## src/design/bcc_pkg.sv

```systemverilog
// bcc_pkg: constants, cycle codes, states and helpers of the bus cycle control.
// assumes one bus clock; every user of it imports the whole package.
package bcc_pkg;

	// ************************************************************
	// widths and timing
	// ************************************************************
	localparam int ADDR_W = 29;
	localparam int DATA_W = 64;
	localparam int BE_W = 8;
	localparam int BURST_BEATS = 4;
	localparam int BEAT_W = 2;
	localparam int CLK_PERIOD_NS = 4;

	// ************************************************************
	// cycle types requested by the core
	// ************************************************************
	typedef enum logic [2:0] {
		CYC_CODE_RD = 3'h0,
		CYC_MEM_RD = 3'h1,
		CYC_MEM_WR = 3'h2,
		CYC_IO_RD = 3'h3,
		CYC_IO_WR = 3'h4,
		CYC_INTA = 3'h5,
		CYC_SPECIAL = 3'h6
	} bcc_cyc_t;

	// qualifier triplets {memIo, dataCode, writeRead}; dataCode high means data
	localparam logic [2:0] QUAL_CODE_RD = 3'h4;
	localparam logic [2:0] QUAL_MEM_RD = 3'h6;
	localparam logic [2:0] QUAL_MEM_WR = 3'h7;
	localparam logic [2:0] QUAL_IO_RD = 3'h2;
	localparam logic [2:0] QUAL_IO_WR = 3'h3;
	localparam logic [2:0] QUAL_INTA = 3'h0;
	localparam logic [2:0] QUAL_SPECIAL = 3'h1;

	// ************************************************************
	// bus sequencer states
	// ************************************************************
	typedef enum logic [3:0] {
		ST_IDLE = 4'h1,
		ST_ADDR = 4'h2,
		ST_DATA = 4'h4,
		ST_HOLD = 4'h8
	} bcc_state_t;

	// even parity bit for each byte of the data bus
	function automatic logic [BE_W-1:0] bytePar(input logic [DATA_W-1:0] d);
		logic [BE_W-1:0] p;
		p = '0;
		for (int i = 0; i < BE_W; i++) begin
			p[i] = ^d[i*8 +: 8];
		end
		return p;
	endfunction

	// either ready copy completes a transfer
	function automatic logic readyOf(input logic rdyN, input logic rdyDupN);
		return !rdyN || !rdyDupN;
	endfunction

endpackage

```

## src/design/bcc_cyc_if.sv

```systemverilog
// bcc_cyc_if: cycle decode and beat tracking signals between sequencer and helpers.
// assumes a single clock domain; carries no clock of its own.
`timescale 1ns/1ns
interface bcc_cyc_if;
	import bcc_pkg::*;
	bcc_cyc_t cycType;
	logic cacheable;
	logic memIoQ;
	logic dataCodeQ;
	logic writeReadQ;
	logic cacheQ;
	logic burstQ;
	logic beatClr;
	logic beatHit;
	logic lastBeat;
	modport seq (output cycType, cacheable, beatClr, beatHit,
		input memIoQ, dataCodeQ, writeReadQ, cacheQ, burstQ, lastBeat);
	modport enc (input cycType, cacheable, output memIoQ, dataCodeQ, writeReadQ, cacheQ, burstQ);
	modport cnt (input beatClr, beatHit, burstQ, output lastBeat);
endinterface

```

## src/design/bcc_cycle_encode.sv

```systemverilog
// bcc_cycle_encode: turns a cycle type into bus qualifiers and the cache qualifier.
// assumes cacheable means "line fill" on reads and "modified writeback" on writes.
`timescale 1ns/1ns
module bcc_cycle_encode import bcc_pkg::*; (
	bcc_cyc_if.enc cy
);
	logic [2:0] qual;

	always_comb begin
		qual = QUAL_INTA;
		cy.cacheQ = 1'b0;
		case (cy.cycType)
			CYC_CODE_RD: begin
				qual = QUAL_CODE_RD;
				cy.cacheQ = cy.cacheable;
			end
			CYC_MEM_RD: begin
				qual = QUAL_MEM_RD;
				cy.cacheQ = cy.cacheable;
			end
			CYC_MEM_WR: begin
				qual = QUAL_MEM_WR;
				cy.cacheQ = cy.cacheable;
			end
			CYC_IO_RD: qual = QUAL_IO_RD;
			CYC_IO_WR: qual = QUAL_IO_WR;
			CYC_INTA: qual = QUAL_INTA;
			CYC_SPECIAL: qual = QUAL_SPECIAL;
			default: qual = QUAL_INTA;
		endcase
	end

	assign cy.memIoQ = qual[2];
	assign cy.dataCodeQ = qual[1];
	assign cy.writeReadQ = qual[0];
	// only cache line transfers burst; everything else is a single transfer
	assign cy.burstQ = cy.cacheQ;

endmodule

```

## src/design/bcc_beat_counter.sv

```systemverilog
// bcc_beat_counter: counts completed transfers of the current bus cycle.
// assumes beatClr is held whenever no data phase is running.
`timescale 1ns/1ns
module bcc_beat_counter import bcc_pkg::*; #(
	parameter int BEATS = BURST_BEATS
) (
	input wire logic core_clk,
	input wire logic rst,
	bcc_cyc_if.cnt cy
);
	logic [BEAT_W-1:0] beatCnt_reg;

	always_ff @(posedge core_clk or posedge rst) begin
		if (rst) begin
			beatCnt_reg <= '0;
		end else if (cy.beatClr) begin
			beatCnt_reg <= '0;
		end else if (cy.beatHit) begin
			beatCnt_reg <= beatCnt_reg + 1'b1;
		end
	end

	assign cy.lastBeat = !cy.burstQ || (beatCnt_reg == BEAT_W'(BEATS - 1));
endmodule

```

## src/design/bcc_bus_ctrl.sv

```systemverilog
// bcc_bus_ctrl: front-side bus cycle sequencer with backoff, ready and qualifiers.
// assumes all pins are sampled and driven on core_clk; pins split into out and enable.
`timescale 1ns/1ns
module bcc_bus_ctrl import bcc_pkg::*; (
	input wire logic core_clk,
	input wire logic rst,
	input wire logic cycReq,
	input wire bcc_cyc_t cycType,
	input wire logic [ADDR_W-1:0] cycAddr,
	input wire logic [BE_W-1:0] cycByteEn,
	input wire logic [DATA_W-1:0] cycWrData,
	input wire logic cycCacheable,
	input wire logic cycLock,
	input wire logic cycPcd,
	input wire logic cycPwt,
	input wire logic cycSplit,
	output logic cycBusy,
	output logic cycDone,
	output logic cycAborted,
	output logic rdValid,
	output logic [DATA_W-1:0] rdData,
	input wire logic backoff_n,
	input wire logic burst_ready_n,
	input wire logic burst_ready_dup_n,
	output logic bus_request,
	output logic busOe,
	output logic [ADDR_W-1:0] busAddr,
	output logic addr_strobe_n,
	output logic addr_strobe_dup_n,
	output logic address_parity,
	output logic [BE_W-1:0] byte_enable_n,
	output logic cacheN,
	output logic memIo,
	output logic dataCode,
	output logic writeRead,
	output logic lockN,
	output logic page_cache_disable,
	output logic page_write_through,
	output logic split_cycle,
	input wire logic [DATA_W-1:0] dataIn,
	output logic [DATA_W-1:0] dataOut,
	output logic [BE_W-1:0] data_parity,
	output logic dataOe
);
	// ************************************************************
	// pending cycle and decode helpers
	// ************************************************************
	bcc_state_t state_reg;
	logic pendValid_reg;
	bcc_cyc_t pendType_reg;
	logic [ADDR_W-1:0] pendAddr_reg;
	logic [BE_W-1:0] pendBe_reg;
	logic [DATA_W-1:0] pendData_reg;
	logic pendCache_reg;
	logic pendLock_reg;
	logic pendPcd_reg;
	logic pendPwt_reg;
	logic pendSplit_reg;
	logic cycDone_reg;
	logic cycAborted_reg;
	logic rdValid_reg;
	logic [DATA_W-1:0] rdData_reg;
	logic busOe_reg;
	logic dataOe_reg;
	logic strobeN_reg;
	logic [ADDR_W-1:0] busAddr_reg;
	logic addrPar_reg;
	logic [BE_W-1:0] beN_reg;
	logic cacheN_reg;
	logic memIo_reg;
	logic dataCode_reg;
	logic writeRead_reg;
	logic lockN_reg;
	logic pcd_reg;
	logic pwt_reg;
	logic split_reg;
	logic [DATA_W-1:0] dataOut_reg;
	logic [BE_W-1:0] dataPar_reg;

	logic readyHit;
	logic launch;
	logic done;
	logic accept;

	bcc_cyc_if cy ();

	bcc_cycle_encode u_encode (
		.cy(cy)
	);

	bcc_beat_counter #(.BEATS(BURST_BEATS)) u_beats (
		.core_clk(core_clk),
		.rst(rst),
		.cy(cy)
	);

	assign cy.cycType = pendType_reg;
	assign cy.cacheable = pendCache_reg;
	assign readyHit = readyOf(burst_ready_n, burst_ready_dup_n);
	assign accept = cycReq && !pendValid_reg;
	// a launch or a transfer never happens in a cycle where backoff is sampled low
	assign launch = backoff_n && state_reg == ST_IDLE && pendValid_reg;
	assign done = backoff_n && state_reg == ST_DATA && readyHit && cy.lastBeat;
	assign cy.beatClr = state_reg != ST_DATA;
	assign cy.beatHit = backoff_n && state_reg == ST_DATA && readyHit;

	// ************************************************************
	// sequencer
	// ************************************************************
	always_ff @(posedge core_clk or posedge rst) begin
		if (rst) begin
			state_reg <= ST_IDLE;
		end else if (!backoff_n) begin
			state_reg <= ST_HOLD;
		end else begin
			case (state_reg)
				ST_IDLE: begin
					if (pendValid_reg) begin
						state_reg <= ST_ADDR;
					end
				end
				ST_ADDR: state_reg <= ST_DATA;
				ST_DATA: begin
					if (done) begin
						state_reg <= ST_IDLE;
					end
				end
				ST_HOLD: state_reg <= ST_IDLE;
				default: state_reg <= ST_IDLE;
			endcase
		end
	end

	// an aborted cycle stays pending and restarts from its address phase
	always_ff @(posedge core_clk or posedge rst) begin
		if (rst) begin
			pendValid_reg <= 1'b0;
			pendType_reg <= CYC_MEM_RD;
			pendAddr_reg <= '0;
			pendBe_reg <= '0;
			pendData_reg <= '0;
			pendCache_reg <= 1'b0;
			pendLock_reg <= 1'b0;
			pendPcd_reg <= 1'b0;
			pendPwt_reg <= 1'b0;
			pendSplit_reg <= 1'b0;
		end else if (accept) begin
			pendValid_reg <= 1'b1;
			pendType_reg <= cycType;
			pendAddr_reg <= cycAddr;
			pendBe_reg <= cycByteEn;
			pendData_reg <= cycWrData;
			pendCache_reg <= cycCacheable;
			pendLock_reg <= cycLock;
			pendPcd_reg <= cycPcd;
			pendPwt_reg <= cycPwt;
			pendSplit_reg <= cycSplit;
		end else if (done) begin
			pendValid_reg <= 1'b0;
		end
	end

	// ************************************************************
	// core side answers
	// ************************************************************
	always_ff @(posedge core_clk or posedge rst) begin
		if (rst) begin
			cycDone_reg <= 1'b0;
			cycAborted_reg <= 1'b0;
			rdValid_reg <= 1'b0;
			rdData_reg <= '0;
		end else begin
			cycDone_reg <= done;
			cycAborted_reg <= !backoff_n && (state_reg == ST_ADDR || state_reg == ST_DATA);
			rdValid_reg <= cy.beatHit && !cy.writeReadQ;
			if (cy.beatHit && !cy.writeReadQ) begin
				rdData_reg <= dataIn;
			end
		end
	end

	// ************************************************************
	// pin drivers
	// ************************************************************
	always_ff @(posedge core_clk or posedge rst) begin
		if (rst) begin
			busOe_reg <= 1'b0;
			dataOe_reg <= 1'b0;
			strobeN_reg <= 1'b1;
		end else begin
			busOe_reg <= backoff_n;
			dataOe_reg <= backoff_n && cy.writeReadQ &&
				(state_reg == ST_ADDR || (state_reg == ST_DATA && !done));
			strobeN_reg <= !launch;
		end
	end

	always_ff @(posedge core_clk or posedge rst) begin
		if (rst) begin
			busAddr_reg <= '0;
			addrPar_reg <= 1'b0;
			beN_reg <= '1;
			cacheN_reg <= 1'b1;
			memIo_reg <= 1'b0;
			dataCode_reg <= 1'b0;
			writeRead_reg <= 1'b0;
			lockN_reg <= 1'b1;
			pcd_reg <= 1'b0;
			pwt_reg <= 1'b0;
			split_reg <= 1'b0;
			dataOut_reg <= '0;
			dataPar_reg <= '0;
		end else if (launch) begin
			busAddr_reg <= pendAddr_reg;
			addrPar_reg <= ^pendAddr_reg;
			beN_reg <= ~pendBe_reg;
			cacheN_reg <= !cy.cacheQ;
			memIo_reg <= cy.memIoQ;
			dataCode_reg <= cy.dataCodeQ;
			writeRead_reg <= cy.writeReadQ;
			lockN_reg <= !pendLock_reg;
			pcd_reg <= pendPcd_reg;
			pwt_reg <= pendPwt_reg;
			split_reg <= pendSplit_reg;
			dataOut_reg <= pendData_reg;
			dataPar_reg <= bytePar(pendData_reg);
		end
	end

	assign cycBusy = pendValid_reg;
	assign bus_request = pendValid_reg;
	assign cycDone = cycDone_reg;
	assign cycAborted = cycAborted_reg;
	assign rdValid = rdValid_reg;
	assign rdData = rdData_reg;
	assign busOe = busOe_reg;
	assign dataOe = dataOe_reg;
	assign addr_strobe_n = strobeN_reg;
	assign addr_strobe_dup_n = strobeN_reg;
	assign busAddr = busAddr_reg;
	assign address_parity = addrPar_reg;
	assign byte_enable_n = beN_reg;
	assign cacheN = cacheN_reg;
	assign memIo = memIo_reg;
	assign dataCode = dataCode_reg;
	assign writeRead = writeRead_reg;
	assign lockN = lockN_reg;
	assign page_cache_disable = pcd_reg;
	assign page_write_through = pwt_reg;
	assign split_cycle = split_reg;
	assign dataOut = dataOut_reg;
	assign data_parity = dataPar_reg;
endmodule

```

## config.mk

```make
export PLATFORM = sky130hd
export DESIGN_NAME = bcc_bus_ctrl
export DESIGN_NICKNAME = d
export VERILOG_FILES = /design/src/design/bcc_pkg.sv /design/src/design/bcc_cyc_if.sv /design/src/design/bcc_cycle_encode.sv /design/src/design/bcc_beat_counter.sv /design/src/design/bcc_bus_ctrl.sv
export SDC_FILE = /design/constraint.sdc
export NUM_CORES = 1
export LEC_CHECK = 0
export ABC_AREA = 1
export BUFFER_PORTS_ARGS = -buffer_cell sky130_fd_sc_hd__buf_4
export CAP_MARGIN = 20
export CORE_AREA = 2 2 155 157
export CTS_CLUSTER_DIAMETER = 100
export CTS_CLUSTER_SIZE = 24
export DETAILED_ROUTE_END_ITERATION = 10
export DIE_AREA = 0 0 157 159
export PLACE_DENSITY_LB_ADDON = 0.15
export SYNTH_ARGS = -nofsm -noshare
export SYNTH_HDL_FRONTEND = slang
export SYNTH_SLANG_ARGS = --single-unit
```

## constraint.sdc

```tcl
create_clock -name core_clk -period 25.4 [get_ports core_clk]
set_input_delay 3.81 -clock core_clk [delete_from_list [all_inputs] [get_ports core_clk]]
set_output_delay 3.81 -clock core_clk [all_outputs]
set_load 0.005 [all_outputs]
```

==> out/results.ini, run 1 <==
[finish]
multi_input_logic_area_um2=4120
flow.area_growth_from_synthesis_pct=27.1
count_of_nets_after_finishing=1850
layout.cell_area.non_filler_um2=15800
layout.filler_cells=1890
drive_gt1_share_pct=27.0
num_antenna_cells=0
area.sequential_um2=7620

[sta]
final.setup_skew_ns=0.0176
worstMarginPinSlew_ns=1.09
clock.fmax_mhz=173
setup_repair_after_global_routing_missed_its_margin=false
min_period_over_period_pct=22.8
slew_headroom_pct=27.1
hold_viol=0
setup_violations=0
tns_ns=0
setup_ws_ns=19.61
period_minus_slack_ns=5.79
timing.final.max_slew_violations=0

[detailed_routing]
drt_drc_violations_left=0
vias=9694
drt.antenna.violating_nets=0
drt_iter0_markers=668
first_pass_iters=5
routed_wire_length_per_instance_um=14.7
drt-total-wl_um=29400
routed_via_density=4.85

[critical_path]
critical_path_class=in2reg
critPathMaxStageDelay_ns=0.92
cp-start-kind=input pin
worst_ep_arrival_time_ns=6.19
slowest_stage=sky130_fd_sc_hd__buf_4
worstReg2RegStart=state_reg[0]
cp_max_fo=112
worstPathBufferInverterCount=4
cp.required_ns=25.81
timing.critical_path.to_type=flip-flop
cp_launch_point=backoff_n
list_of_cells_traversed_by_the_critical_path=buf_4 > nand2_1 > nor2_2 > buf_8 > inv_6 > buf_4 > nand2_1 > o21ai_1
cpLargestDelayFamily=buffers and inverters

[flow_run]
max_cap_viol_count=0

[die]
die_y_extent_um=159
boundaryPins=370
core_area_um2=23200
initial_core_utilization_pct=53.7
placementRows=56
die-width_um=157
design.die.area_um2=25000

[power]
peakVddDrop_mv=0.0611
cellPowerDensity_nw_per_um2=112
p_leak_nw=8.58

[clock_tree]
post-cts-setup-buffer-count=0
clock_slew_seen_by_the_registers_of_the_worst_setup_and_hold_paths_ns=0.10
worstSkewPairLatency_ns=0.50
root_buffer=sky130_fd_sc_hd__clkbuf_16
cts.sink_count=304
cts_hold_repair.buffers=0
post_cts_resized=0
tritoncts=yes
cts_htree_levels=1
clock_tree.buffer_depth=3
cts_made_buffers=16

[outcome]
status=finished clean

[place]
dpl-instance-area_um2=15300
pre_cts_setup_slack_ns=18.96
place.detailed.hpwl_um=20800
port_buffers=369
final_estimated_routing_congestion_in_global_placement=0.810

[global_route]
grt_start_max_net_pins=160
grt_pass1_vias=9275
grt_overflow_total=0
first_pass_grt_wire_length_um=46700
global_route.usage.total_pct=23.2
grt_antenna_before_repair=0

[synthesis]
netlist_area_before_placement_um2=12500
number_of_synthesized_register_bits=304
yosys.cell_types.count=27
number_of_warnings_issued_by_yosys=0
synth_area_leaders=sky130_fd_sc_hd__dfrtp_1 (58%), sky130_fd_sc_hd__nand2_1 (15%), sky130_fd_sc_hd__o21ai_1 (3.5%)
yosys.area.top_type_share_pct=58.4
synthesis.instances=1337
library_cell_with_the_largest_summed_area_after_synthesis=sky130_fd_sc_hd__dfrtp_1
synth_sequential_area_ratio_pct=61.2
synthesis.area_per_instance_um2=9.32
postSynthNetCount=1517

[worst_hold_path]
min_from=pendBe_reg[7]
hold_path.class=reg2reg

-- worst paths after layout --
path                            cells after the start               end  slack, ns
max in group asynchronous                           4       busAddr[12]      20.36
worst min-delay path                                1  byte_enable_n[7]       0.41
worst max register to register                      9       dataOut[39]      22.39
worst max-delay path                                8       dataOut[39]      19.61
worst min register to register                      1  byte_enable_n[7]       0.41
min in group asynchronous                           2       dataOut[24]       3.23
-- layout make-up --
cell class                      instances  area share [%]
Clock buffer                           27            2.92
Tap cell                              319            2.52
Multi-Input combinational cell        876            26.0
Timing Repair Buffer                  376            18.0
Inverter                               96            2.35
Clock inverter                          1          0.0553
Sequential cell                       304            48.1
-- power breakdown --
group | switching [mW] | internal, mW | total (mW)
Clock | 0.154 | 0.127 | 0.281
Combinational | 0.337 | 0.355 | 0.691
Sequential | 0.120 | 0.676 | 0.795
-- cell families after synthesis --
kind of cell    after synthesis  synth area share (%)
simple gates                604                  18.5
buf+inv                     157                  5.87
xor+xnor                     58                  4.08
fa+ha+maj                     1                 0.100
mux                          28                  2.53
compound gates              185                  7.79
flops                       304                  61.2
-- Yosys cell counts --
| master | instances |
|---|---|
| sky130_fd_sc_hd__dfstp_2 | 13 |
| sky130_fd_sc_hd__xnor2_1 | 41 |
| sky130_fd_sc_hd__clkbuf_1 | 22 |
| sky130_fd_sc_hd__nor3_1 | 2 |
| sky130_fd_sc_hd__inv_1 | 94 |
| sky130_fd_sc_hd__o21ai_2 | 11 |
| sky130_fd_sc_hd__o22ai_1 | 1 |
| sky130_fd_sc_hd__a21oi_1 | 82 |
| sky130_fd_sc_hd__dfrtp_1 | 291 |
| sky130_fd_sc_hd__nor2_1 | 89 |
| sky130_fd_sc_hd__xor2_1 | 17 |
| sky130_fd_sc_hd__nor4_1 | 2 |
| sky130_fd_sc_hd__mux2_2 | 28 |
| sky130_fd_sc_hd__buf_2 | 18 |
| sky130_fd_sc_hd__o21ai_1 | 87 |
| sky130_fd_sc_hd__nand2_1 | 498 |
| sky130_fd_sc_hd__o21bai_1 | 1 |
| sky130_fd_sc_hd__nand3_1 | 9 |
| sky130_fd_sc_hd__nor2_2 | 2 |
| sky130_fd_sc_hd__nand4_1 | 1 |
| sky130_fd_sc_hd__nor4_2 | 1 |
| sky130_fd_sc_hd__buf_6 | 12 |
| sky130_fd_sc_hd__buf_1 | 1 |
| sky130_fd_sc_hd__buf_4 | 8 |
| sky130_fd_sc_hd__o21ai_0 | 3 |
| sky130_fd_sc_hd__ha_1 | 1 |
| sky130_fd_sc_hd__inv_2 | 2 |
-- worst reg2reg max path: stages (launching register included) --
cell and delay [ns]:
sky130_fd_sc_hd__dfstp_2 0.55, sky130_fd_sc_hd__inv_1 0.06, sky130_fd_sc_hd__nor4_2 0.25, sky130_fd_sc_hd__nand2_1 0.12
sky130_fd_sc_hd__nor2_2 0.47, sky130_fd_sc_hd__buf_8 0.23, sky130_fd_sc_hd__inv_6 0.20, sky130_fd_sc_hd__buf_4 0.63
sky130_fd_sc_hd__nand2_1 0.25, sky130_fd_sc_hd__o21ai_1 0.10
-- placed cells by master, fill, tap and decap left out, types with 9 or more instances in the layout --
master	synthesis	routed
sky130_fd_sc_hd__dfrtp_1	291	291
sky130_fd_sc_hd__a21oi_1	82	82
sky130_fd_sc_hd__xor2_1	17	17
sky130_fd_sc_hd__nand3_1	9	9
sky130_fd_sc_hd__o21ai_2	11	11
sky130_fd_sc_hd__xnor2_1	41	41
sky130_fd_sc_hd__nor2_1	89	89
sky130_fd_sc_hd__buf_4	8	374
sky130_fd_sc_hd__clkbuf_1	22	10
sky130_fd_sc_hd__dfstp_2	13	13
sky130_fd_sc_hd__nand2_1	498	497
sky130_fd_sc_hd__o21ai_1	87	87
sky130_fd_sc_hd__mux2_2	28	28
sky130_fd_sc_hd__inv_1	94	93
sky130_fd_sc_hd__clkbuf_16	0	17
-- layer usage --
metal | GRT usage, % | vias to the layer above | routed length, um | part of all wire [%]
met5 | 0 | - | 0 | 0
met3 | 6.29 | 48 | 2290 | 7.8
met2 | 37.7 | 256 | 14000 | 48
met1 | 30.7 | 4576 | 12400 | 42
met4 | 6.30 | 0 | 721 | 2.5
li1 | - | 4814 | - | -
-- metrics by stage --
step	util, %	total power [mW]	hold slack [ns]	std cells
final	68.3	1.77	0.411	1999
after global routing	68.3	1.91	0.426	1999
after CTS	68.1	1.79	0.413	1997
after detailed placement	66.1	1.50	0.400	1969
after global placement	66.1	1.47	0.392	1969
after floorplan	-	1.21	0.387	1337
No activity file was read; power rests on OpenSTA's default activity.
==> run 2: changes to the inputs <==
Settings changed: CORE_AREA 2 2 155 157 to 2 2 166 168, DIE_AREA 0 0 157 159 to 0 0 168 170.
Clock period 25.4 ns to 5.2 ns, I/O delays scaled along.
==> run 2 against run 1 <==
Against the previous run:
- critical path depth fell by 1
- combinational power grew to 4.9 times the previous value
- sequential share of layout area fell by 0.25 points
- setup slack got worse by 17 ns
- sequential power grew to 4.9 times the previous value
- clock skew increased by 0.0017 ns
- cell count grew 1.1%
- critical path type is now reg2reg
- largest cell class unchanged
- largest power group unchanged
==> out/results.ini, run 2 (synthesis gave the netlist of run 1 again) <==
[sta]
slew_headroom_pct=29.1  ; was 27.1%
tns_ns=0  ; unchanged
setup_violations=0  ; unchanged
worstMarginPinSlew_ns=1.06  ; was 1.09 ns
min_period_over_period_pct=47.2
final.setup_skew_ns=0.0193  ; was 0.0176 ns
timing.final.max_slew_violations=0  ; unchanged
setup_repair_after_global_routing_missed_its_margin=false  ; unchanged
hold-worst-slack_ns=0.387  ; was 0.411 ns
setup_ws_ns=2.75  ; was 19.61 ns
hold_viol=0  ; unchanged
clock.fmax_mhz=408
period_minus_slack_ns=2.45

[finish]
layout.cell_area.non_filler_um2=15900  ; was 15800 um^2
flow.area_growth_from_synthesis_pct=27.7  ; was 27.1%
fin_cells=2020  ; was 1999
final_cell_mix=sky130_fd_sc_hd__nand2_1 (497), sky130_fd_sc_hd__buf_4 (374), sky130_fd_sc_hd__dfrtp_1 (291)  ; unchanged
count_of_nets_after_finishing=1853  ; was 1850
most_frequent_standard_cell_in_the_layout_excluding_fill_and_tap_cells=sky130_fd_sc_hd__nand2_1  ; unchanged
num_antenna_cells=0  ; unchanged
drive_gt1_share_pct=27.2  ; was 27.0%
layout.filler_cells=2376  ; was 1890

[global_route]
grt_pass1_vias=9311  ; was 9275
first_pass_grt_wire_length_um=47500  ; was 46700 um
global_route.usage.total_pct=20.5  ; was 23.2%
grt_antenna_before_repair=0  ; unchanged
grt_overflow_total=0  ; unchanged
grt_start_max_net_pins=146  ; was 160

[flow_run]
max_cap_viol_count=0  ; unchanged

[die]
die_y_extent_um=170  ; was 159 um
core_area_um2=26700  ; was 23200 um^2
boundaryPins=370  ; unchanged
design.die.area_um2=28600  ; was 25000 um^2
initial_core_utilization_pct=46.8  ; was 53.7%
die-width_um=168  ; was 157 um
placementRows=60  ; was 56

[critical_path]
endpoint_of_the_worst_setup_timing_path=byte_enable_n[6]  ; was dataOut[39]
critPathMaxStageDelay_ns=0.77  ; was 0.92 ns
cpLargestDelayFamily=buffers and inverters  ; unchanged
cp_max_fo=145  ; was 112
critical_path_class=reg2reg  ; was in2reg
ff2ff_path_depth=7  ; was 9
slowest_stage=sky130_fd_sc_hd__inv_6  ; was sky130_fd_sc_hd__buf_4
worstPathBufferInverterCount=4  ; unchanged
reg2reg_setup_slack_ns=2.75  ; was 22.39 ns
worstReg2RegStart=bus_request  ; was state_reg[0]
critical_path_depth=7  ; was 8
timing.critical_path.to_type=flip-flop  ; unchanged
cp_launch_point=bus_request  ; was backoff_n
cp-start-kind=flip-flop  ; was input pin
cp.required_ns=5.63  ; was 25.81 ns
list_of_cells_traversed_by_the_critical_path=inv_1 > nor2_2 > buf_4 > inv_6 > buf_12 > nand2_1 > o21ai_1  ; was buf_4 > nand2_1 > nor2_2 > buf_8 > inv_6 > buf_4 > nand2_1 > o21ai_1
rr_endpoint=byte_enable_n[6]  ; was dataOut[39]
worst_ep_arrival_time_ns=2.88  ; was 6.19 ns

[clock_tree]
cts_made_buffers=16  ; unchanged
tritoncts=yes  ; unchanged
cts_hold_repair.buffers=0  ; unchanged
post_cts_resized=0  ; unchanged
clock_slew_seen_by_the_registers_of_the_worst_setup_and_hold_paths_ns=0.10  ; about the same
cts_htree_levels=1  ; unchanged
cts.sink_count=304  ; unchanged
clock_tree.buffer_depth=3  ; unchanged
worstSkewPairLatency_ns=0.50  ; about the same
post-cts-setup-buffer-count=0  ; unchanged
root_buffer=sky130_fd_sc_hd__clkbuf_16  ; unchanged

[power]
p_switching_mw=2.98  ; was 0.611 mW
cellPowerDensity_nw_per_um2=542  ; was 112 nW/um^2
design_internal_power_mw=5.66  ; was 1.16 mW
combinationalPowerShare_pct=39.4  ; was 39.1%
peakVddDrop_mv=0.359  ; was 0.0611 mV
sequentialPowerShare_pct=44.8  ; was 45.0%
power_share_of_the_clock_group_pct=15.8  ; was 15.9%
p_leak_nw=8.61  ; was 8.58 nW
switching_share_pct=34.5  ; about the same

[place]
pre_cts_setup_slack_ns=2.43  ; was 18.96 ns
dp.cells=1994  ; was 1969
dpl-instance-area_um2=15400  ; was 15300 um^2
final_estimated_routing_congestion_in_global_placement=0.779  ; was 0.810
port_buffers=369  ; unchanged
place.detailed.hpwl_um=21100  ; was 20800 um

[detailed_routing]
drt.antenna.violating_nets=0  ; unchanged
routed_via_density=4.70  ; was 4.85
routed_wire_length_per_instance_um=14.8  ; was 14.7 um
drt_drc_violations_left=0  ; unchanged
vias=9492  ; was 9694
first_pass_iters=4  ; was 5
drt-total-wl_um=29900  ; was 29400 um
drt_iter0_markers=699  ; was 668

[outcome]
status=finished clean  ; unchanged

[worst_hold_path]
hold_path.class=in2async  ; was reg2reg

[run 2: changes by cell type in the layout (fill, tap and decap cells not counted), sizes merged]
| cell | before | now |
|---|---|---|
| buf | 376 | 379 |
| clkbuf | 27 | 23 |
| inv | 97 | 95 |
| clkinvlp | 0 | 1 |
| clkinv | 0 | 1 |
[run 2: area by class of cell]
class	instances	area (um^2)	share of cell area (%)
multi-input combinational	876	4120	25.9
tap	341	427	2.68
inverter	96	369	2.32
sequential	304	7620	47.9
timing repair buffer	379	2920	18.3
clock inverter	1	8.76	0.0550
clock buffer	23	458	2.88
[run 2: per-stage QoR]
| stage | total power [mW] | utilization (%) |
|---|---|---|
| final | 8.63 | 59.7 |
| after global routing | 9.33 | 59.7 |
| after CTS | 8.75 | 59.6 |
| after detailed placement | 7.35 | 57.8 |
| after global placement | 7.23 | 57.8 |
| after floorplan | 5.90 | - |
[run 2: how the worst min path moves through the flow]
stage	from	endpoint	slack [ns]	cells past startpoint
6_report	rst	dataOut[12]	0.39	2
5_1_grt	backoff_n	busOe	0.40	1
4_1_cts	rst	dataOut[13]	0.39	2
3_5_place_dp	pendBe_reg[4]	byte_enable_n[4]	0.40	1
3_3_place_gp	pendBe_reg[2]	byte_enable_n[2]	0.39	1
2_1_floorplan	pendBe_reg[7]	byte_enable_n[7]	0.39	1
[run 2: worst register-to-register path, stage by stage, from the launching register on]
cell,delay [ns]
sky130_fd_sc_hd__dfrtp_1,0.48
sky130_fd_sc_hd__inv_1,0.23
sky130_fd_sc_hd__nor2_2,0.06
sky130_fd_sc_hd__buf_4,0.23
sky130_fd_sc_hd__inv_6,0.78
sky130_fd_sc_hd__buf_12,0.39
sky130_fd_sc_hd__nand2_1,0.12
sky130_fd_sc_hd__o21ai_1,0.10
[run 2: power by group through the flow]
stage	combinational (mW)	clock, mW	sequential (mW)
6_report	3.40	1.36	3.87
5_1_grt	3.84	1.50	3.99
4_1_cts	3.45	1.42	3.88
3_5_place_dp	3.44	0	3.91
3_3_place_gp	3.35	0	3.88
2_1_floorplan	2.04	0	3.86
[run 2: metal layers]
| metal | global-route usage [%] | wire length, um | vias to the layer above |
|---|---|---|---|
| met1 | 27.3 | 12900 | 4412 |
| met2 | 33.0 | 13800 | 225 |
| met3 | 6.33 | 2350 | 43 |
| li1 | - | - | 4812 |
| met5 | 0 | 0 | - |
| met4 | 4.99 | 755 | 0 |
